==> src/alu_pkg.sv <==
// Purpose: Shared constants and encodings for the sixteen-bit CPU arithmetic datapath.
// Assumes: One 250 MHz clock; registers reached over classic Wishbone with 32-bit data.
// Notes:   Functional notes follow; tags mark the logic in the datapath module.
`default_nettype none

package alu_pkg;

    // Register byte offsets on the Wishbone slave.
    localparam logic [7:0] CORE_CONTROL_OFS = 8'h00;
    localparam logic [7:0] STATUS_WORD_OFS  = 8'h04;

    // Core control field positions and the fixed reserved bit.
    localparam int         PRIO_MSB_BIT     = 3;
    localparam int         RESERVED_ONE_BIT = 2;
    localparam logic       PRIO_MSB_RESET   = 1'b0;

    // Status word field positions.
    localparam int STAT_C_BIT   = 0;
    localparam int STAT_Z_BIT   = 1;
    localparam int STAT_OV_BIT  = 2;
    localparam int STAT_N_BIT   = 3;
    localparam int STAT_IPL_LSB = 5;
    localparam int STAT_DC_BIT  = 8;
    localparam logic [15:0] STATUS_RESET = 16'h0000;

    // Datapath widths and derived divider iteration count.
    localparam int DATA_W     = 16;
    localparam int DIV_CYCLES = DATA_W;

    // Operation codes from the instruction decoder.
    typedef enum logic [3:0] {
        OP_ADD  = 4'h0,
        OP_ADDC = 4'h1,
        OP_SUB  = 4'h2,
        OP_SUBB = 4'h3,
        OP_AND  = 4'h4,
        OP_IOR  = 4'h5,
        OP_XOR  = 4'h6,
        OP_ASR  = 4'h7,
        OP_SL   = 4'h8,
        OP_LSR  = 4'h9,
        OP_MUL  = 4'hA,
        OP_DIV  = 4'hB
    } alu_op_e;

    // Multiplier signedness and width modes.
    typedef enum logic [2:0] {
        MUL_SS   = 3'h0,
        MUL_UU   = 3'h1,
        MUL_SU   = 3'h2,
        MUL_US   = 3'h3,
        MUL_SLIT = 3'h4,
        MUL_ULIT = 3'h5,
        MUL_BB   = 3'h6
    } mul_mode_e;

    // Divider sequence, Gray coded along idle, run, quotient, remainder.
    typedef enum logic [1:0] {
        DIV_IDLE = 2'b00,
        DIV_RUN  = 2'b01,
        DIV_WQ   = 2'b11,
        DIV_WR   = 2'b10
    } div_state_e;

endpackage

`default_nettype wire

==> src/cpu_alu_mul_div_shift.sv <==
// Purpose: CPU arithmetic datapath: ALU with flags, multiplier, divider, barrel shifter.
// Assumes: Decoder drives requests on ref_clk; sys_rst is synchronous active high.
// Notes:   Single-cycle ops answer one cycle after acceptance; division takes 18 cycles.
`default_nettype none

module cpu_alu_mul_div_shift (
    input  wire logic        ref_clk,
    input  wire logic        sys_rst,
    // Wishbone slave for the core control and status word registers.
    input  wire logic        wb_cyc_i,
    input  wire logic        wb_stb_i,
    input  wire logic        wb_we_i,
    input  wire logic [7:0]  wb_adr_i,
    input  wire logic [3:0]  wb_sel_i,
    input  wire logic [31:0] wb_dat_i,
    output logic      [31:0] wb_dat_o,
    output logic             wb_ack_o,
    // Interrupt controller raises the priority extension bit.
    input  wire logic        prio_msb_set,
    output logic      [3:0]  priority_level,
    // Operation request from the decoder.
    input  wire logic        op_valid,
    input  wire logic [3:0]  op_code,
    input  wire logic [2:0]  mul_mode,
    input  wire logic        byte_mode,
    input  wire logic        div_signed,
    input  wire logic        div_long,
    input  wire logic        src_is_mem,
    input  wire logic        dst_is_mem,
    input  wire logic [15:0] opnd_a,
    input  wire logic [15:0] opnd_b,
    input  wire logic [15:0] opnd_hi,
    input  wire logic [3:0]  shift_amt,
    output logic             op_ready,
    output logic             busy,
    // Single-cycle results.
    output logic             res_valid,
    output logic      [15:0] res_data,
    output logic      [15:0] res_hi,
    output logic             res_to_mem,
    output logic             op_error,
    output logic      [15:0] status_word,
    // Divider write-back to the working register file.
    output logic             wr_en,
    output logic      [3:0]  wr_addr,
    output logic      [15:0] wr_data
);

    logic               prio_msb_q;
    logic [15:0]        status_q;
    logic               ack_q;
    logic [31:0]        rdata_q;
    alu_pkg::div_state_e div_state_q;
    logic [4:0]         div_cnt_q;
    logic [16:0]        rem_q;
    logic [15:0]        sh_q;
    logic [15:0]        dvs_q;
    logic               neg_q_q;
    logic               neg_r_q;
    logic               wr_en_q;
    logic [3:0]         wr_addr_q;
    logic [15:0]        wr_data_q;
    logic               res_valid_q;
    logic [15:0]        res_q;
    logic [15:0]        res_hi_q;
    logic               res_to_mem_q;
    logic               op_error_q;

    logic               bus_req;
    logic               wr_core;
    logic               wr_stat;
    logic               take;
    logic               is_shift;
    logic               refuse;
    logic               flag_upd;
    logic               carry_in;
    logic [15:0]        b_eff;
    logic [16:0]        sum17;
    logic [8:0]         sum9;
    logic [4:0]         sum5;
    logic [15:0]        sh_src;
    logic [31:0]        rsh;
    logic [31:0]        lsh;
    logic [16:0]        mul_a;
    logic [16:0]        mul_b;
    logic [33:0]        product;
    logic [15:0]        alu_res;
    logic               alu_c;
    logic               alu_dc;
    logic               alu_ov;
    logic               upd_c;
    logic               upd_ov_dc;
    logic [31:0]        dvd_full;
    logic [31:0]        dvd_mag;
    logic [15:0]        dvs_mag;
    logic [16:0]        trial;
    logic               trial_ok;
    // Bus decode; a request is answered once, in the cycle after it appears.
    assign bus_req = wb_cyc_i && wb_stb_i && !ack_q;
    assign wr_core = bus_req && wb_we_i && wb_sel_i[0] && (wb_adr_i == alu_pkg::CORE_CONTROL_OFS);
    assign wr_stat = bus_req && wb_we_i && (wb_adr_i == alu_pkg::STATUS_WORD_OFS);
    // Ack and read data come from flops; unmapped addresses ack with zero data.
    always_ff @(posedge ref_clk) begin
        if (sys_rst) begin
            ack_q   <= 1'b0;
            rdata_q <= 32'h0000_0000;
        end else begin
            ack_q   <= bus_req;
            rdata_q <= 32'h0000_0000;
            if (bus_req && !wb_we_i) begin
                if (wb_adr_i == alu_pkg::CORE_CONTROL_OFS) begin
                    rdata_q[alu_pkg::PRIO_MSB_BIT]     <= prio_msb_q;
                    rdata_q[alu_pkg::RESERVED_ONE_BIT] <= 1'b1;
                end else if (wb_adr_i == alu_pkg::STATUS_WORD_OFS) begin
                    rdata_q[15:0] <= status_q;
                end
            end
        end
    end
    // Extension bit: hardware sets it, software writing zero clears it, and a set
    // in the same cycle as a clear wins so a raised level is never lost.
    always_ff @(posedge ref_clk) begin
        if (sys_rst) begin
            prio_msb_q <= alu_pkg::PRIO_MSB_RESET;
        end else if (prio_msb_set) begin
            prio_msb_q <= 1'b1;
        end else if (wr_core && !wb_dat_i[alu_pkg::PRIO_MSB_BIT]) begin
            prio_msb_q <= 1'b0;
        end
    end
    // Level above seven exactly when the extension bit is one.
    assign priority_level = {prio_msb_q, status_q[alu_pkg::STAT_IPL_LSB +: 3]};
    // Request acceptance and the multi-bit shift addressing check.
    assign take     = op_valid && op_ready;
    assign is_shift = (op_code == alu_pkg::OP_ASR) || (op_code == alu_pkg::OP_SL) ||
                      (op_code == alu_pkg::OP_LSR);
    assign refuse   = take && is_shift && (shift_amt > 4'h1) && (src_is_mem || dst_is_mem);
    assign flag_upd = take && !refuse && (op_code != alu_pkg::OP_MUL) &&
                      (op_code != alu_pkg::OP_DIV);
    // Adder in two's complement; subtraction adds the inverted operand plus carry.
    always_comb begin
        b_eff    = opnd_b;
        carry_in = 1'b0;
        case (op_code)
            alu_pkg::OP_ADDC: carry_in = status_q[alu_pkg::STAT_C_BIT];
            alu_pkg::OP_SUB: begin
                b_eff    = ~opnd_b;
                carry_in = 1'b1;
            end
            alu_pkg::OP_SUBB: begin
                b_eff    = ~opnd_b;
                carry_in = status_q[alu_pkg::STAT_C_BIT];
            end
            default: carry_in = 1'b0;
        endcase
    end
    assign sum17 = {1'b0, opnd_a} + {1'b0, b_eff} + {16'h0000, carry_in};
    assign sum9  = {1'b0, opnd_a[7:0]} + {1'b0, b_eff[7:0]} + {8'h00, carry_in};
    assign sum5  = {1'b0, opnd_a[3:0]} + {1'b0, b_eff[3:0]} + {4'h0, carry_in};
    // Barrel shifter: a doubled word carries the last bit shifted out below the result on right shifts, above it on left.
    always_comb begin
        if (op_code == alu_pkg::OP_ASR) begin
            sh_src = byte_mode ? {{8{opnd_a[7]}}, opnd_a[7:0]} : opnd_a;
        end else begin
            sh_src = byte_mode ? {8'h00, opnd_a[7:0]} : opnd_a;
        end
    end

    assign rsh = (op_code == alu_pkg::OP_ASR) ? 32'($signed({sh_src, 16'h0000}) >>> shift_amt)
                                              : ({sh_src, 16'h0000} >> shift_amt);
    assign lsh = {16'h0000, opnd_a} << shift_amt;
    // Operands widened to 17 bits per mode so one signed multiplier covers all.
    always_comb begin
        mul_a = {opnd_a[15], opnd_a};
        mul_b = {opnd_b[15], opnd_b};
        case (mul_mode)
            alu_pkg::MUL_UU: begin
                mul_a = {1'b0, opnd_a};
                mul_b = {1'b0, opnd_b};
            end
            alu_pkg::MUL_SU:   mul_b = {1'b0, opnd_b};
            alu_pkg::MUL_US:   mul_a = {1'b0, opnd_a};
            alu_pkg::MUL_SLIT: mul_b = {12'h000, opnd_b[4:0]};
            alu_pkg::MUL_ULIT: begin
                mul_a = {1'b0, opnd_a};
                mul_b = {12'h000, opnd_b[4:0]};
            end
            alu_pkg::MUL_BB: begin
                mul_a = {9'h000, opnd_a[7:0]};
                mul_b = {9'h000, opnd_b[7:0]};
            end
            default: mul_b = {opnd_b[15], opnd_b};
        endcase
    end

    assign product = 34'($signed(mul_a) * $signed(mul_b));
    // Result and carry selection; byte ops keep the upper byte of operand a.
    always_comb begin
        alu_res   = sum17[15:0];
        alu_c     = byte_mode ? sum9[8] : sum17[16];
        alu_dc    = byte_mode ? sum5[4] : sum9[8];
        alu_ov    = byte_mode ? ((opnd_a[7] == b_eff[7]) && (sum9[7] != opnd_a[7]))
                              : ((opnd_a[15] == b_eff[15]) && (sum17[15] != opnd_a[15]));
        upd_c     = 1'b1;
        upd_ov_dc = 1'b1;
        case (op_code)
            alu_pkg::OP_AND: alu_res = opnd_a & opnd_b;
            alu_pkg::OP_IOR: alu_res = opnd_a | opnd_b;
            alu_pkg::OP_XOR: alu_res = opnd_a ^ opnd_b;
            alu_pkg::OP_ASR, alu_pkg::OP_LSR: begin
                alu_res = rsh[31:16];
                alu_c   = rsh[15];
            end
            alu_pkg::OP_SL: begin
                alu_res = lsh[15:0];
                alu_c   = byte_mode ? lsh[8] : lsh[16];
            end
            default: alu_res = sum17[15:0];
        endcase
        if (op_code == alu_pkg::OP_AND || op_code == alu_pkg::OP_IOR ||
            op_code == alu_pkg::OP_XOR) begin
            upd_c     = 1'b0;
            upd_ov_dc = 1'b0;
        end else if (is_shift) begin
            upd_c     = (shift_amt != 4'h0);
            upd_ov_dc = 1'b0;
        end
        if (byte_mode) begin
            alu_res = {opnd_a[15:8], alu_res[7:0]};
        end
    end
    // Registered single-cycle results; destination choice passes through.
    always_ff @(posedge ref_clk) begin
        if (sys_rst) begin
            res_valid_q  <= 1'b0;
            res_q        <= 16'h0000;
            res_hi_q     <= 16'h0000;
            res_to_mem_q <= 1'b0;
            op_error_q   <= 1'b0;
        end else begin
            res_valid_q <= take && !refuse && (op_code != alu_pkg::OP_DIV);
            op_error_q  <= refuse;
            if (take && !refuse && (op_code != alu_pkg::OP_DIV)) begin
                res_to_mem_q <= dst_is_mem;
                if (op_code == alu_pkg::OP_MUL) begin
                    res_q    <= product[15:0];
                    res_hi_q <= product[31:16];
                end else begin
                    res_q    <= alu_res;
                    res_hi_q <= 16'h0000;
                end
            end
        end
    end
    // Status word: flag updates from the unit win over a software write.
    always_ff @(posedge ref_clk) begin
        if (sys_rst) begin
            status_q <= alu_pkg::STATUS_RESET;
        end else begin
            if (wr_stat && wb_sel_i[0]) begin
                status_q[7:0] <= wb_dat_i[7:0];
            end
            if (wr_stat && wb_sel_i[1]) begin
                status_q[alu_pkg::STAT_DC_BIT] <= wb_dat_i[alu_pkg::STAT_DC_BIT];
            end
            if (flag_upd) begin
                status_q[alu_pkg::STAT_Z_BIT] <= byte_mode ? (alu_res[7:0] == 8'h00)
                                                           : (alu_res == 16'h0000);
                status_q[alu_pkg::STAT_N_BIT] <= byte_mode ? alu_res[7] : alu_res[15];
                if (upd_c) begin
                    status_q[alu_pkg::STAT_C_BIT] <= alu_c;
                end
                if (upd_ov_dc) begin
                    status_q[alu_pkg::STAT_OV_BIT] <= alu_ov;
                    status_q[alu_pkg::STAT_DC_BIT] <= alu_dc;
                end
            end
        end
    end
    // Divider operand preparation: long dividend is the odd:even register pair.
    assign dvd_full = div_long ? {opnd_hi, opnd_a}
                    : (div_signed ? {{16{opnd_a[15]}}, opnd_a} : {16'h0000, opnd_a});
    assign dvd_mag  = (div_signed && dvd_full[31]) ? 32'(-dvd_full) : dvd_full;
    assign dvs_mag  = (div_signed && opnd_b[15]) ? 16'(-opnd_b) : opnd_b;
    assign trial    = {rem_q[15:0], sh_q[15]};
    assign trial_ok = trial >= {1'b0, dvs_q};
    // Restoring divider on magnitudes, one quotient bit per cycle, then two
    // write-back cycles; a quotient wider than 16 bits is not detected and gives a wrong value.
    always_ff @(posedge ref_clk) begin
        if (sys_rst) begin
            div_state_q <= alu_pkg::DIV_IDLE;
            div_cnt_q   <= 5'h00;
            rem_q       <= 17'h00000;
            sh_q        <= 16'h0000;
            dvs_q       <= 16'h0000;
            neg_q_q     <= 1'b0;
            neg_r_q     <= 1'b0;
            wr_en_q     <= 1'b0;
            wr_addr_q   <= 4'h0;
            wr_data_q   <= 16'h0000;
        end else begin
            wr_en_q <= 1'b0;
            case (div_state_q)
                alu_pkg::DIV_IDLE: begin
                    if (take && op_code == alu_pkg::OP_DIV) begin
                        rem_q       <= {1'b0, dvd_mag[31:16]};
                        sh_q        <= dvd_mag[15:0];
                        dvs_q       <= dvs_mag;
                        neg_q_q     <= div_signed && (dvd_full[31] ^ opnd_b[15]);
                        neg_r_q     <= div_signed && dvd_full[31];
                        div_cnt_q   <= 5'h00;
                        div_state_q <= alu_pkg::DIV_RUN;
                    end
                end
                alu_pkg::DIV_RUN: begin
                    rem_q     <= trial_ok ? 17'(trial - {1'b0, dvs_q}) : trial;
                    sh_q      <= {sh_q[14:0], trial_ok};
                    div_cnt_q <= 5'(div_cnt_q + 5'h01);
                    if (div_cnt_q == 5'(alu_pkg::DIV_CYCLES - 1)) begin
                        div_state_q <= alu_pkg::DIV_WQ;
                    end
                end
                alu_pkg::DIV_WQ: begin
                    wr_en_q     <= 1'b1;
                    wr_addr_q   <= 4'h0;
                    wr_data_q   <= neg_q_q ? 16'(-sh_q) : sh_q;
                    div_state_q <= alu_pkg::DIV_WR;
                end
                alu_pkg::DIV_WR: begin
                    wr_en_q     <= 1'b1;
                    wr_addr_q   <= 4'h1;
                    wr_data_q   <= neg_r_q ? 16'(-rem_q[15:0]) : rem_q[15:0];
                    div_state_q <= alu_pkg::DIV_IDLE;
                end
                default: div_state_q <= alu_pkg::DIV_IDLE;
            endcase
        end
    end
    // Busy covers iteration and both write-back cycles.
    assign busy        = (div_state_q != alu_pkg::DIV_IDLE) || wr_en_q;
    assign op_ready    = !busy;
    assign wb_ack_o    = ack_q;
    assign wb_dat_o    = rdata_q;
    assign res_valid   = res_valid_q;
    assign res_data    = res_q;
    assign res_hi      = res_hi_q;
    assign res_to_mem  = res_to_mem_q;
    assign op_error    = op_error_q;
    assign status_word = status_q;
    assign wr_en       = wr_en_q;
    assign wr_addr     = wr_addr_q;
    assign wr_data     = wr_data_q;
endmodule

`default_nettype wire

==> config.mk <==
export PLATFORM = sky130hd
export DESIGN_NAME = cpu_alu_mul_div_shift
export DESIGN_NICKNAME = d
export VERILOG_FILES = /design/src/alu_pkg.sv /design/src/cpu_alu_mul_div_shift.sv
export SDC_FILE = /design/constraint.sdc
export NUM_CORES = 1
export LEC_CHECK = 0
export ABC_AREA = 1
export BUFFER_PORTS_ARGS = -buffer_cell sky130_fd_sc_hd__buf_2
export CORE_AREA = 2 2 319 163
export DETAILED_ROUTE_END_ITERATION = 8
export DIE_AREA = 0 0 321 165
export GPL_TIMING_DRIVEN = 0
export SLEW_MARGIN = 40
export SYNTH_ARGS = -nofsm -noshare
export SYNTH_HDL_FRONTEND = slang
export SYNTH_SLANG_ARGS = --single-unit
export TNS_END_PERCENT = 20
==> constraint.sdc <==
create_clock -name ref_clk -period 8.95 [get_ports ref_clk]
set_input_delay 0.4475 -clock ref_clk [delete_from_list [all_inputs] [get_ports ref_clk]]
set_output_delay 0.4475 -clock ref_clk [all_outputs]
set_load 0.01 [all_outputs]
Word level (Yosys, flattened, before mapping)
Index checks and enable logic that the tools add are counted.
- latch bits: 0
- input port bits: 115
- logic and storage cells: 188
- bits in registers: 149
- memory bits (read-only): 0
- memories: 0
- RAM bits: 0
- output and inout port bits: 111
- shifts and indexed selects: 3
- add/subtract/negate cells: 12
- reductions and logical operators: 57
- multipliers: 1
- mux-type cells: 53
- bitwise gates (word level): 7
- div/mod/pow operators: 0
- equality and inequality tests: 30
- magnitude comparators: 2
- operators by type and width (kind ; number):
    16-bit two-way mux ; 13
    32-bit two-way mux ; 4
    16-bit one-hot mux with 2 select lines ; 3
    16-bit one-hot mux with 5 select lines ; 1
    17-bit one-hot mux with 3 select lines ; 1
    16-bit negator ; 3
    17-bit one-hot mux with 2 select lines ; 1
    17-bit by 17-bit multiplier with 32-bit output ; 1
    32-bit negator ; 1
    32-bit by 4-bit >> shifter with 32-bit output ; 1
    32-bit by 4-bit >>> shifter with 32-bit output ; 1
    1-bit logical AND ; 24
    1-bit two-way mux ; 18
    16-bit by 16-bit adder with 17-bit output ; 1
    17-bit by 1-bit adder with 17-bit output ; 1
    17-bit by 16-bit >= comparator with 1-bit output ; 1
    16-bit by 4-bit left shift with 17-bit output ; 1
    16-bit AND ; 1
    4-bit by 3-bit == test with 1-bit output, second input constant ; 4
    4-bit == test, second input constant ; 4
    16-bit logical NOT ; 1
    8-bit logical NOT ; 2
    16-bit NOT ; 1
    16-bit OR ; 1
    other kinds (40) ; 75

Depth between registers and ports, before layout
Gate-level depths: netlist of run 1.
- depth after elaboration: 12
- depth in mapped cells: 33
- depth with buffers taken out: 33

Worst setup path before layout of run 1
No wires, ideal clock.
- kind: input-to-reg
- from: input port mul_mode[1]
- to: register res_hi_q[10], in the netlist res_hi[10]
- setup time: 0.132 ns
- cell stages on the path: 30
- path buffers: 0
- required time: 8.818 ns
- arrival: 6.252 ns
- path slack: 2.565 ns
- cells stage by stage: inv_1 -> nor2_1 -> nand2_1 -> inv_2 -> nor2_1 -> inv_1 -> nor2_1 -> fa_1 -> inv_1 -> fa_1 -> inv_1 -> fa_1 -> fa_1 -> fa_1 -> inv_1 -> fa_1 -> inv_1 -> ha_1 -> a21o_1 -> o21ba_2 -> o211ai_1 -> nand2_1 -> nand2_1 -> a21oi_1 -> o21ai_1 -> a21oi_1 -> o21ai_0 -> or2_2 -> nand3_1 -> a21oi_1
- longest elaborated chain between the ends: 5
- elaborated cells between the ends (all ways): 13
- those cells by class: mul (1); eq/ne (6); mux (3); reduce/logical (3)
- ends and longest elaborated chain (what ; RTL line ; RTL):
    start, declared ; cpu_alu_mul_div_shift.sv:24 ; input wire logic [2:0] mul_mode,
    3-bit == test, or another cell as far along ; cpu_alu_mul_div_shift.sv:176 ; case (mul_mode)
    3-bit OR reduction (no source line) / 2-bit OR reduction (equally long branches) ; n/a ;
    17-bit one-hot mux with 2 select lines / 17-bit one-hot mux with 3 select lines (equally long branches) ; cpu_alu_mul_div_shift.sv:176 ;
    17-bit by 17-bit multiplier with 32-bit output (*) ; cpu_alu_mul_div_shift.sv:196 ; assign product = 34'($signed(mul_a) * $signed(mul_b));
    16-bit two-way mux (*) ; cpu_alu_mul_div_shift.sv:245 ; if (op_code == alu_pkg::OP_MUL) begin
    end signal, assigned ; cpu_alu_mul_div_shift.sv:247 ; res_hi_q <= product[31:16];
    end, declared ; cpu_alu_mul_div_shift.sv:65 ; logic [15:0] res_hi_q;
Every way passes the cells marked *; elsewhere a longest branch is shown, timed or not.
A chain may end at the register's enable or synchronous reset.

Worst setup path in the final report of run 1
- from: input port opnd_a[9]
- to: register res_hi_q[10], in the netlist res_hi[10]
- longest elaborated chain between the ends: 3
- ends and longest elaborated chain (what ; RTL line ; RTL):
    start, declared ; cpu_alu_mul_div_shift.sv:30 ; input wire logic [15:0] opnd_a,
    17-bit one-hot mux with 2 select lines ; cpu_alu_mul_div_shift.sv:176 ;
    17-bit by 17-bit multiplier with 32-bit output ; cpu_alu_mul_div_shift.sv:196 ;
    16-bit two-way mux ; cpu_alu_mul_div_shift.sv:245 ;
No other way between the ends.

==> flow_metrics.py, run 1 <==
metrics = {
    "run_status": {
        "status": "completed",
    },
    "placed_design": {
        "numPortBuffers": 162,
        "place_congestion": 1.01,
        "post-dp-hpwl_um": 71300,
        "place_area_um2": 24200,
        "place_ws_ns": 1.06,
    },
    "synth": {
        "netlist_area_um2": 22400,
        "yosys_warnings": 0,
        "yosysSeqAreaShare_pct": 11.6,
        "postSynthCellCount": 3256,
        "yosysTopAreaCell": "fa_1",
        "ys_seq_elements": 130,
        "synthArstFlopShare_pct": 0,
        "synth_edf_count": 0,
        "synth_area_per_cell_um2": 6.89,
        "synth_top_area_share_pct": 25.4,
        "synthTopCellsByArea": "fa_1 25%, nand2_1 12%, dfxtp_1 12%",
        "synth.distinct_cells": 64,
        "synth_flop_cell": "dfxtp_1",
    },
    "setup_path": {
        "critPathCaptureType": "flop",
        "critPathLaunchType": "primary input",
        "slowest_stage": "nor2_2",
        "critPathMaxStageDelay_ns": 0.66,
        "critPathTopFamily": "adder cells",
        "crit_path_max_fanout": 10,
        "critical_path_buf_inv_count": 9,
        "cpMostUsedCell": "inv_1",
        "path_class": "primary input to flop",
        "cp.arrival_ns": 7.99,
        "required_ns": 9.32,
    },
    "clocking": {
        "cts.repair.resized": 0,
        "cts_made_buffers": 17,
        "cts_sinks": 130,
        "cts_setup_buffers": 0,
        "path_clk_slew_ns": 0.07,
        "cts_buffer_depth": 2,
        "cts_tree": "yes",
        "cts_hold_buf": 0,
        "h-tree-depth": 4,
        "clock-root-buffer": "clkbuf_16",
        "clock_latency_ns": 0.46,
    },
    "drt": {
        "route.detailed.wl_per_inst_um": 20.9,
        "routed_wl_um": 86500,
        "vias_per_cell": 5.41,
        "vias": 22400,
        "drtIter0Drc": 2171,
        "drc_errors": 0,
        "final_antenna_net_count": 0,
        "dr.pass1.iters": 6,
    },
    "timing": {
        "worstMarginPinSlew_ns": 0.849,
        "finalSetupTns_ns": 0,
        "setup-violations-final": 0,
        "post-route-period-util_pct": 85.2,
        "maxSlewViolCount": 0,
        "max_freq_mhz": 131,
        "hold_viol_final": 0,
        "slew_headroom_pct": 43.4,
        "worst_slack_ns": 1.33,
        "rsz0062_at_grt": "false",
        "finClkSkew_ns": 0.0230,
        "fin_crit_ns": 7.62,
    },
    "floorplan": {
        "start_util_pct": 44.9,
        "die_height_um": 165,
        "std_cell_rows": 58,
        "io_pins": 226,
        "die_width_um": 321,
        "dieArea_um2": 53000,
        "coreArea_um2": 49900,
    },
    "flow_run": {
        "maxCapViolCount": 0,
    },
    "pwr": {
        "p_leak_uw": 0.0128,
        "powerDensity_nw_per_um2": 281,
        "peakVddDrop_mv": 0.389,
    },
    "final_layout": {
        "fin_area_um2": 24800,
        "drive_above_1_share_pct": 9.65,
        "synthToLayoutAreaGrowth_pct": 10.6,
        "num-fill-cells": 5242,
        "nNetsFinal": 4020,
    },
    "grt": {
        "grt_pass1_wl_um": 131000,
        "antenna_found_initial": 4,
        "grt_overflow": 0,
        "grt_usage_pct": 33.3,
        "grt_max_degree": 17,
        "grt_pass1_vias": 21900,
    },
    "min_path": {
        "hp-class": "primary input to flop",
    },
}
[placed cells by master (no fill, tap or decap), types with 4 or more instances in the layout]
cell / count
o221ai_1: 13
or2_2: 12
a21oi_1: 178
o211ai_1: 27
nand2_1: 697
nor3_2: 4
fa_1: 285
inv_2: 16
o21ai_0: 183
nor4_1: 5
clkinv_1: 11
conb_1: 33
nand3_2: 5
o31ai_1: 5
buf_2: 184
nand3_1: 182
xor2_1: 59
a31oi_1: 38
ha_1: 151
nor3_1: 40
clkbuf_1: 83
inv_6: 6
xnor2_1: 21
clkbuf_16: 17
nor2_1: 299
a221oi_1: 5
nand3b_1: 7
inv_1: 614
buf_4: 40
dfxtp_1: 130
nor2_2: 20
nand4_1: 24
a21o_1: 4
o21ai_1: 10
o22ai_1: 6
clkbuf_2: 5
a211oi_1: 6
[sequential cells by signal, indices dropped and copies added (netlist names)]
register and count:
div_cnt_q 5, div_state_q 2, dvs_q 16, neg_q_q 1
neg_r_q 1, op_error 1, prio_msb_q 1, rem_q 16
res_data 16, res_hi 16, res_to_mem 1, res_valid 1
sh_q 16, status_word 9, wb_ack_o 1, wb_dat_o 9
wr_addr 1, wr_data 16, wr_en 1
[worst reg2reg max path: stages, from the launching register on]
cell     delay [ns]
dfxtp_1        0.35
o21ai_0        0.19
nor2_1         0.09
fa_1           0.51
fa_1           0.53
a21oi_1        0.16
o21ai_0        0.29
a21o_1         0.32
o21ai_0        0.25
nand4_1        0.22
nand2_1        0.11
nand3_1        0.07
nor2_1         0.11
nand4_1        0.08
nand3_1        0.10
nand2_1        0.07
a21oi_2        0.10
[worst paths after layout]
kind / startpoint / to / slack, ns / depth (start not counted)
max: opnd_a[9] / res_hi[10] / 1.33 / 31
min: dst_is_mem / res_to_mem / 0.25 / 3
max reg2reg: status_word[0] / status_word[1] / 5.32 / 16
min reg2reg: status_word[1] / wb_dat_o[1] / 0.45 / 2
[area by class of cell]
| class | instances | area (um^2) | area share [%] |
|---|---|---|---|
| antenna | 2 | 5.00 | 0.0202 |
| buffer | 156 | 792 | 3.19 |
| clock buffer | 18 | 439 | 1.77 |
| clock inverter | 14 | 143 | 0.575 |
| inverter | 643 | 2420 | 9.76 |
| multi-input combinational | 2359 | 16800 | 67.6 |
| sequential | 130 | 2600 | 10.5 |
| tap | 660 | 826 | 3.33 |
| timing repair buffer | 162 | 811 | 3.27 |
[cells in the mapped netlist (6+ instances only)]
| cell type | number |
|---|---|
| nand3b_1 | 7 |
| ha_1 | 151 |
| a211oi_1 | 6 |
| inv_1 | 614 |
| nor2_1 | 307 |
| xor2_1 | 59 |
| clkinv_1 | 11 |
| nand2_1 | 697 |
| nand4_1 | 24 |
| buf_2 | 22 |
| fa_1 | 285 |
| or2_2 | 12 |
| xnor2_1 | 21 |
| clkbuf_1 | 87 |
| o221ai_1 | 13 |
| nor3_1 | 40 |
| o211ai_1 | 27 |
| buf_4 | 40 |
| a21oi_1 | 178 |
| nor2_2 | 12 |
| nand3_1 | 182 |
| o22ai_1 | 6 |
| dfxtp_1 | 130 |
| o21ai_0 | 184 |
| a31oi_1 | 38 |
| o21ai_1 | 9 |
| inv_2 | 16 |
[power by group]
part / total (uW) / switching [uW] / internal [uW]
combinational: 5620 / 3600 / 2020
clock: 721 / 323 / 398
sequential: 629 / 20.2 / 609
total: 6970 / 3950 / 3020
[logic make-up after synthesis]
group	after synthesis	synth area share [%]
AOI/OAI and AO/OA	498	12.6
xor gates and xnor gates	80	3.12
adders and majority gates	436	33.9
buffers and inverters	799	14.3
DFF	130	11.6
other	1	0.0167
and+or+nand+nor	1312	24.5
[metrics by stage]
stage,utilization (%),std cells,power [uW],hold WS (ns)
finish,49.7,4144,6970,0.253
floorplan,-,3288,4630,0.440
detailed placement,48.5,4110,6190,0.448
CTS,49.6,4142,6940,0.246
global placement,48.4,4110,6160,0.437
global route,49.7,4143,7820,0.249
[routing by layer]
metal	part of all wire, %	track usage [%]	up-vias	wire (um)
met2	46	54.9	865	39500
met3	7.9	6.85	191	6860
met4	3.9	12.3	2	3370
li1	-	-	10500	-
met1	42	43.3	10800	36700
met5	0.0093	0	-	8
Note: power is estimated with default switching activity, not from simulation.
==> inputs of run 2 (changes only) <==
- GPL_TIMING_DRIVEN: 0 -> default
==> run 2 against run 1 <==
Final cell count shrank 3.0%. Highest routed layer is now met4. Critical path type unchanged. Largest cell class unchanged. Fmax grew 5.7%. Flip-flop and latch count is the same. First-iteration DRC count shrank 23%. Register-to-register slack lost 0.08 ns. Worst hold slack lost 0.011 ns.
==> flow_metrics.py, run 2 (synthesized netlist as in run 1, its figures left out) <==
metrics = {
    "floorplan": {
        "start_util_pct": 44.9,
        "dieArea_um2": 53000,
        "die_width_um": 321,
        "die_height_um": 165,
        "std_cell_rows": 58,
        "coreArea_um2": 49900,
        "io_pins": 226,
    },
    "placed_design": {
        "numPortBuffers": 167,
        "post-dp-hpwl_um": 61000,
        "place_ws_ns": 1.42,
        "place_congestion": 1.00,
    },
    "grt": {
        "grt_pass1_wl_um": 122000,
        "grt_max_degree": 79,
        "grt_usage_pct": 30.0,
        "grt_overflow": 0,
        "antenna_found_initial": 0,
        "grt_pass1_vias": 21400,
    },
    "setup_path": {
        "r2r_slack_ns": 5.24,
        "critPathCaptureType": "flop",
        "slowest_stage": "clkinv_1",
        "critPathLaunchType": "primary input",
        "crit_path_max_fanout": 18,
        "path_class": "primary input to flop",
        "required_ns": 9.26,
        "critPathMaxStageDelay_ns": 0.76,
        "cp.arrival_ns": 7.52,
        "cpMostUsedCell": "fa_1",
    },
    "timing": {
        "maxSlewViolCount": 0,
        "finClkSkew_ns": 0.0196,
        "fin_crit_ns": 7.21,
        "finalSetupTns_ns": 0,
        "slew_headroom_pct": 39.4,
        "worst_slack_ns": 1.74,
        "hold_viol_final": 0,
        "worstMarginPinSlew_ns": 0.907,
        "rsz0062_at_grt": "false",
        "max_freq_mhz": 139,
        "setup-violations-final": 0,
        "post-route-period-util_pct": 80.5,
    },
    "final_layout": {
        "final_util_pct": 48.6,
        "nNetsFinal": 3898,
        "diodes": 0,
        "num-fill-cells": 5219,
        "synthToLayoutAreaGrowth_pct": 8.21,
        "final_cell_mix": "696 x nand2_1, 613 x inv_1, 306 x nor2_1, 285 x fa_1, 184 x o21ai_0",
        "drive_above_1_share_pct": 8.75,
        "mostFrequentLayoutCell": "nand2_1",
    },
    "clocking": {
        "clock-root-buffer": "clkbuf_16",
        "cts_made_buffers": 17,
        "cts_hold_buf": 0,
        "path_clk_slew_ns": 0.07,
        "clock_latency_ns": 0.46,
        "cts_sinks": 130,
        "cts_buffer_depth": 2,
        "cts_setup_buffers": 0,
        "h-tree-depth": 4,
        "cts_tree": "yes",
        "cts.repair.resized": 0,
    },
    "pwr": {
        "peakVddDrop_mv": 0.348,
        "clkPwrFrac_pct": 11.1,
        "swShare_pct": 55.6,
        "p_sw_uw": 3770,
        "powerDensity_nw_per_um2": 279,
        "seq_power_share_pct": 9.3,
        "p_int_uw": 3000,
        "p_leak_uw": 0.0125,
        "comb_power_share_pct": 79.6,
    },
    "drt": {
        "routed_wl_um": 76800,
        "dr.pass1.iters": 6,
        "final_antenna_net_count": 0,
        "vias": 21500,
        "route.detailed.wl_per_inst_um": 19.1,
        "vias_per_cell": 5.36,
        "drtIter0Drc": 1661,
        "drc_errors": 0,
    },
    "min_path": {
        "hp-class": "primary input to flop",
    },
    "flow_run": {
        "maxCapViolCount": 0,
    },
    "run_status": {
        "status": "completed",
    },
}
## run 2: cell types whose count changed in the layout (fill, tap and decap cells not counted), sizes merged
cell	change
diode	-2
bufinv	+1
clkbuf	-89
buf	-34
## run 2: power groups by stage
stage | Sequential, uW | Combinational, uW | Clock (uW)
after floorplan | 649 | 3980 | 0
after global placement | 642 | 5360 | 0
after detailed placement | 642 | 5380 | 0
after CTS | 629 | 5420 | 764
after global routing | 633 | 6250 | 785
final | 629 | 5390 | 749
## run 2: through the flow
stage | std cells | hold slack [ns] | total power [uW] | area, um^2
2_1_floorplan | 3288 | 0.440 | 4630 | 22500
3_3_place_gp | 3988 | 0.441 | 6000 | 23600
3_5_place_dp | 3988 | 0.447 | 6030 | 23600
4_1_cts | 4020 | 0.219 | 6820 | 24300
5_1_grt | 4020 | 0.258 | 7670 | 24300
6_report | 4020 | 0.243 | 6770 | 24300
## run 2: layout make-up
type                       instances  area, um^2  share of cell area (%)
multi-input combinational       2359       16700                    69.0
sequential                       130        2600                    10.7
inverter                         643        2420                    9.98
timing repair buffer             196        1060                    4.36
tap                              660         826                    3.40
clock buffer                      17         425                    1.75
clock inverter                    15         194                   0.799
## run 2: path summary, 6_finish.rpt
check                 start        endpoint  cells after the start
max               opnd_a[6]      res_hi[10]                     26
min              dst_is_mem      res_to_mem                      3
max reg2reg  status_word[0]  status_word[1]                     17
min reg2reg  status_word[8]     wb_dat_o[8]                      2
## run 2: metal layers
layer	wire length, um	up-vias	track usage (%)
met5	0	-	0
met4	2110	0	9.07
met3	4510	121	4.51
met2	36900	646	51.5
met1	33200	10500	39.4
li1	-	10300	-
## run 2: worst max-delay path: cells and delay by family
family / cells / cell delay, ns
compound gates: 8 / 1.40
fa+ha+maj: 7 / 3.22
buf+inv: 6 / 1.54
simple gates: 5 / 0.89
==> inputs of run 3 (changes only) <==
- ABC_AREA: 1 -> 0
- CORE_AREA: 2 2 319 163 -> 2 2 321 164
- DIE_AREA: 0 0 321 165 -> 0 0 323 166
- PLACE_DENSITY: default -> 0.65
- clock period: 8.95 -> 5.95 ns (I/O delays scaled with it)
==> run 3 against run 2 <==
Final cell count decreased by 2.4%. Routed wire length grew 44%. Global-route usage increased by 10 points. Flip-flop and latch count unchanged. Sequential share of layout area decreased by 1.3 points. Worst hold slack worse by 0.18 ns. Area after synthesis increased by 0.95%. Synthesized cell count is 12% lower. Design area is 13% higher. Count of clock-buffer cells in the layout is the same.
==> flow_metrics.py, run 3 <==
metrics = {
    "run_status": {
        "status": "completed",
    },
    "grt": {
        "use_met3_pct": 24.1,
        "grt_max_degree": 60,
        "grt_usage_pct": 40.5,
        "antenna_found_initial": 5,
        "use_met1_pct": 65.0,
        "grt_pass1_vias": 21800,
        "use_met2_pct": 43.6,
        "grt-busiest-layer": "met1",
        "grt_overflow": 0,
        "grt_pass1_wl_um": 155000,
    },
    "clocking": {
        "clock_latency_ns": 0.48,
        "cts_sinks": 130,
        "cts_made_buffers": 17,
        "path_clk_slew_ns": 0.08,
        "cts_buffer_depth": 2,
        "clock-root-buffer": "clkbuf_16",
        "cts_tree": "yes",
        "h-tree-depth": 4,
    },
    "final_layout": {
        "synthToLayoutAreaGrowth_pct": 21.5,
        "fin_area_um2": 27500,
        "instances_no_fill": 3922,
        "mostFrequentLayoutCell": "inv_1",
        "nNetsFinal": 3758,
        "final_cell_mix": "405 x inv_1, 319 x nor2_1, 302 x nand2_1, 276 x buf_4, 274 x fa_1",
        "drive_above_1_share_pct": 21.2,
        "final_util_pct": 53.8,
        "num-fill-cells": 4825,
    },
    "floorplan": {
        "start_util_pct": 44.3,
        "io_pins": 226,
        "dieArea_um2": 53600,
        "die_height_um": 166,
        "coreArea_um2": 51100,
        "std_cell_rows": 59,
        "die_width_um": 323,
    },
    "synth": {
        "postSynthCellCount": 2873,
        "yosysSeqAreaShare_pct": 11.5,
        "synth_compound_area_share_pct": 15.7,
        "synth_commonest_cells": "420 x inv_1, 327 x nor2_1, 322 x nand2_1",
        "synth_edf_count": 0,
        "netlist_area_um2": 22600,
        "synthTopCellsByArea": "fa_1 25%, dfxtp_1 11%, ha_1 8.3%",
        "synth.distinct_cells": 99,
        "ys_seq_elements": 130,
        "yosys.area_share.simple_pct": 18.3,
        "synthArstFlopShare_pct": 0,
        "synthXorXnorAreaFrac_pct": 5.34,
        "synth_area_per_cell_um2": 7.88,
        "yosysTopAreaCell": "fa_1",
        "synth_mux_area_share_pct": 4.24,
        "synth_top_family_by_area": "adder cells",
        "yosys_warnings": 0,
        "synth_flop_cell": "dfxtp_1",
        "synth_fa_ha_area_share_pct": 33.5,
        "synth_most_common_cell": "inv_1",
        "synth_top_area_share_pct": 25.2,
    },
    "pwr": {
        "peakVddDrop_mv": 0.988,
        "p_leak_uw": 0.0129,
        "powerDensity_nw_per_um2": 529,
    },
    "drt": {
        "drc_errors": 0,
        "routed_wl_um": 111000,
        "drtIter0Drc": 3634,
        "route.detailed.wl_per_inst_um": 28.2,
        "vias_per_cell": 5.98,
        "vias": 23500,
        "final_antenna_net_count": 0,
        "dr.pass1.iters": 7,
    },
    "placed_design": {
        "numPortBuffers": 167,
        "post-dp-hpwl_um": 92100,
        "place_area_um2": 26300,
        "place_ws_ns": -0.798,
        "place_congestion": 1.08,
        "placed_cells": 3870,
    },
    "timing": {
        "rsz0062_at_grt": "true",
        "fin_crit_ns": 5.94,
        "worst_slack_ns": 0.0138,
        "worstMarginPinSlew_ns": 0.928,
        "maxSlewViolCount": 0,
        "max_freq_mhz": 168,
        "post-route-period-util_pct": 99.8,
        "hold_viol_final": 0,
        "finClkSkew_ns": 0.0297,
        "setup-violations-final": 0,
        "holdWs_ns": 0.0630,
        "slew_headroom_pct": 38.1,
    },
    "setup_path": {
        "path_class": "primary input to flop",
        "required_ns": 6.28,
        "crit_path_max_fanout": 6,
        "critPathLaunchType": "primary input",
        "critPathCaptureType": "flop",
        "cp.arrival_ns": 6.27,
    },
    "flow_run": {
        "maxCapViolCount": 0,
    },
    "min_path": {
        "hp-class": "primary input to flop",
    },
}
run 3: changes by cell type after synthesis, sizes merged, moves of 30 or more:
cell | before | now
nand3 | 187 | 37
o21ai | 196 | 118
a211oi | 7 | 39
and2 | 0 | 40
xnor2 | 21 | 107
nand2 | 698 | 322
clkbuf | 88 | 118
inv | 632 | 424
mux2i | 0 | 61
run 3: repair_timing:
item	in CTS	in global routing
gates cloned	0	3
setup endpoints to repair	14	16
setup buffers	1	16
hold buffers	0	0
gates resized for setup	20	110
pin swaps	3	55
run 3: logic make-up after synthesis:
group | Yosys count
buffers and inverters | 626
flip-flops | 130
adder cells (fa/ha/maj) | 436
other | 1
AO/OA/AOI/OAI | 543
multiplexers | 80
XOR/XNOR | 138
AND/OR/NAND/NOR | 919
run 3: path summary, 6_finish.rpt:
| check | startpoint | end | slack [ns] | depth (start not counted) |
|---|---|---|---|---|
| worst max-delay path | mul_mode[2] | res_hi[9] | 0.01 | 25 |
| worst min-delay path | wb_dat_i[7] | status_word[7] | 0.06 | 3 |
| worst max register to register | status_word[0] | status_word[1] | 1.61 | 13 |
| worst min register to register | res_hi[10] | res_hi[10] | 0.45 | 2 |
run 3: worst max-delay path: stages:
cell and delay (ns):
buf_2 0.11, nand2_4 0.07, or2_4 0.30, buf_4 0.16, and2_1 0.17, buf_12 0.14
nand2_1 0.09, fa_2 0.53, fa_1 0.49, fa_1 0.51, inv_1 0.05, fa_1 0.51
fa_1 0.56, inv_1 0.06, fa_1 0.54, inv_1 0.07, ha_4 0.29, and2_1 0.16
nand4_1 0.14, o21ai_4 0.29, o211ai_1 0.14, buf_4 0.17, a21oi_1 0.19, xnor2_1 0.14
o21ai_1 0.07
run 3: layout make-up:
type	instances	area (um^2)	share of cell area [%]
diodes	1	2.50	0.00910
clock buffers	17	425	1.55
clock inverters	15	160	0.582
inverters	428	1610	5.87
multi-input cells	2151	18300	66.4
flip-flops and latches	130	2600	9.47
well taps	701	877	3.19
repair buffers	479	3550	12.9
run 3: power by group:
group | internal [uW] | total, uW | leakage, uW | switching [uW]
clock | 561 | 1140 | 0.000277 | 578
sequential | 918 | 962 | 0.00105 | 44.5
combinational | 5460 | 12400 | 0.0116 | 6980
total | 6940 | 14500 | 0.0129 | 7600
run 3: stage by stage:
stage | total power [uW] | setup TNS [ns]
6_report | 14500 | 0
5_1_grt | 15500 | -1.40
4_1_cts | 13100 | -0.0856
3_5_place_dp | 11600 | -11.25
3_3_place_gp | 11400 | -9.92
2_1_floorplan | 7200 | -0.0164
run 3: layer usage:
| metal | vias up | routed length [um] |
|---|---|---|
| met2 | 1704 | 35300 |
| met5 | - | 276 |
| met3 | 110 | 21500 |
| li1 | 10100 | - |
| met4 | 6 | 1390 |
| met1 | 11600 | 52100 |
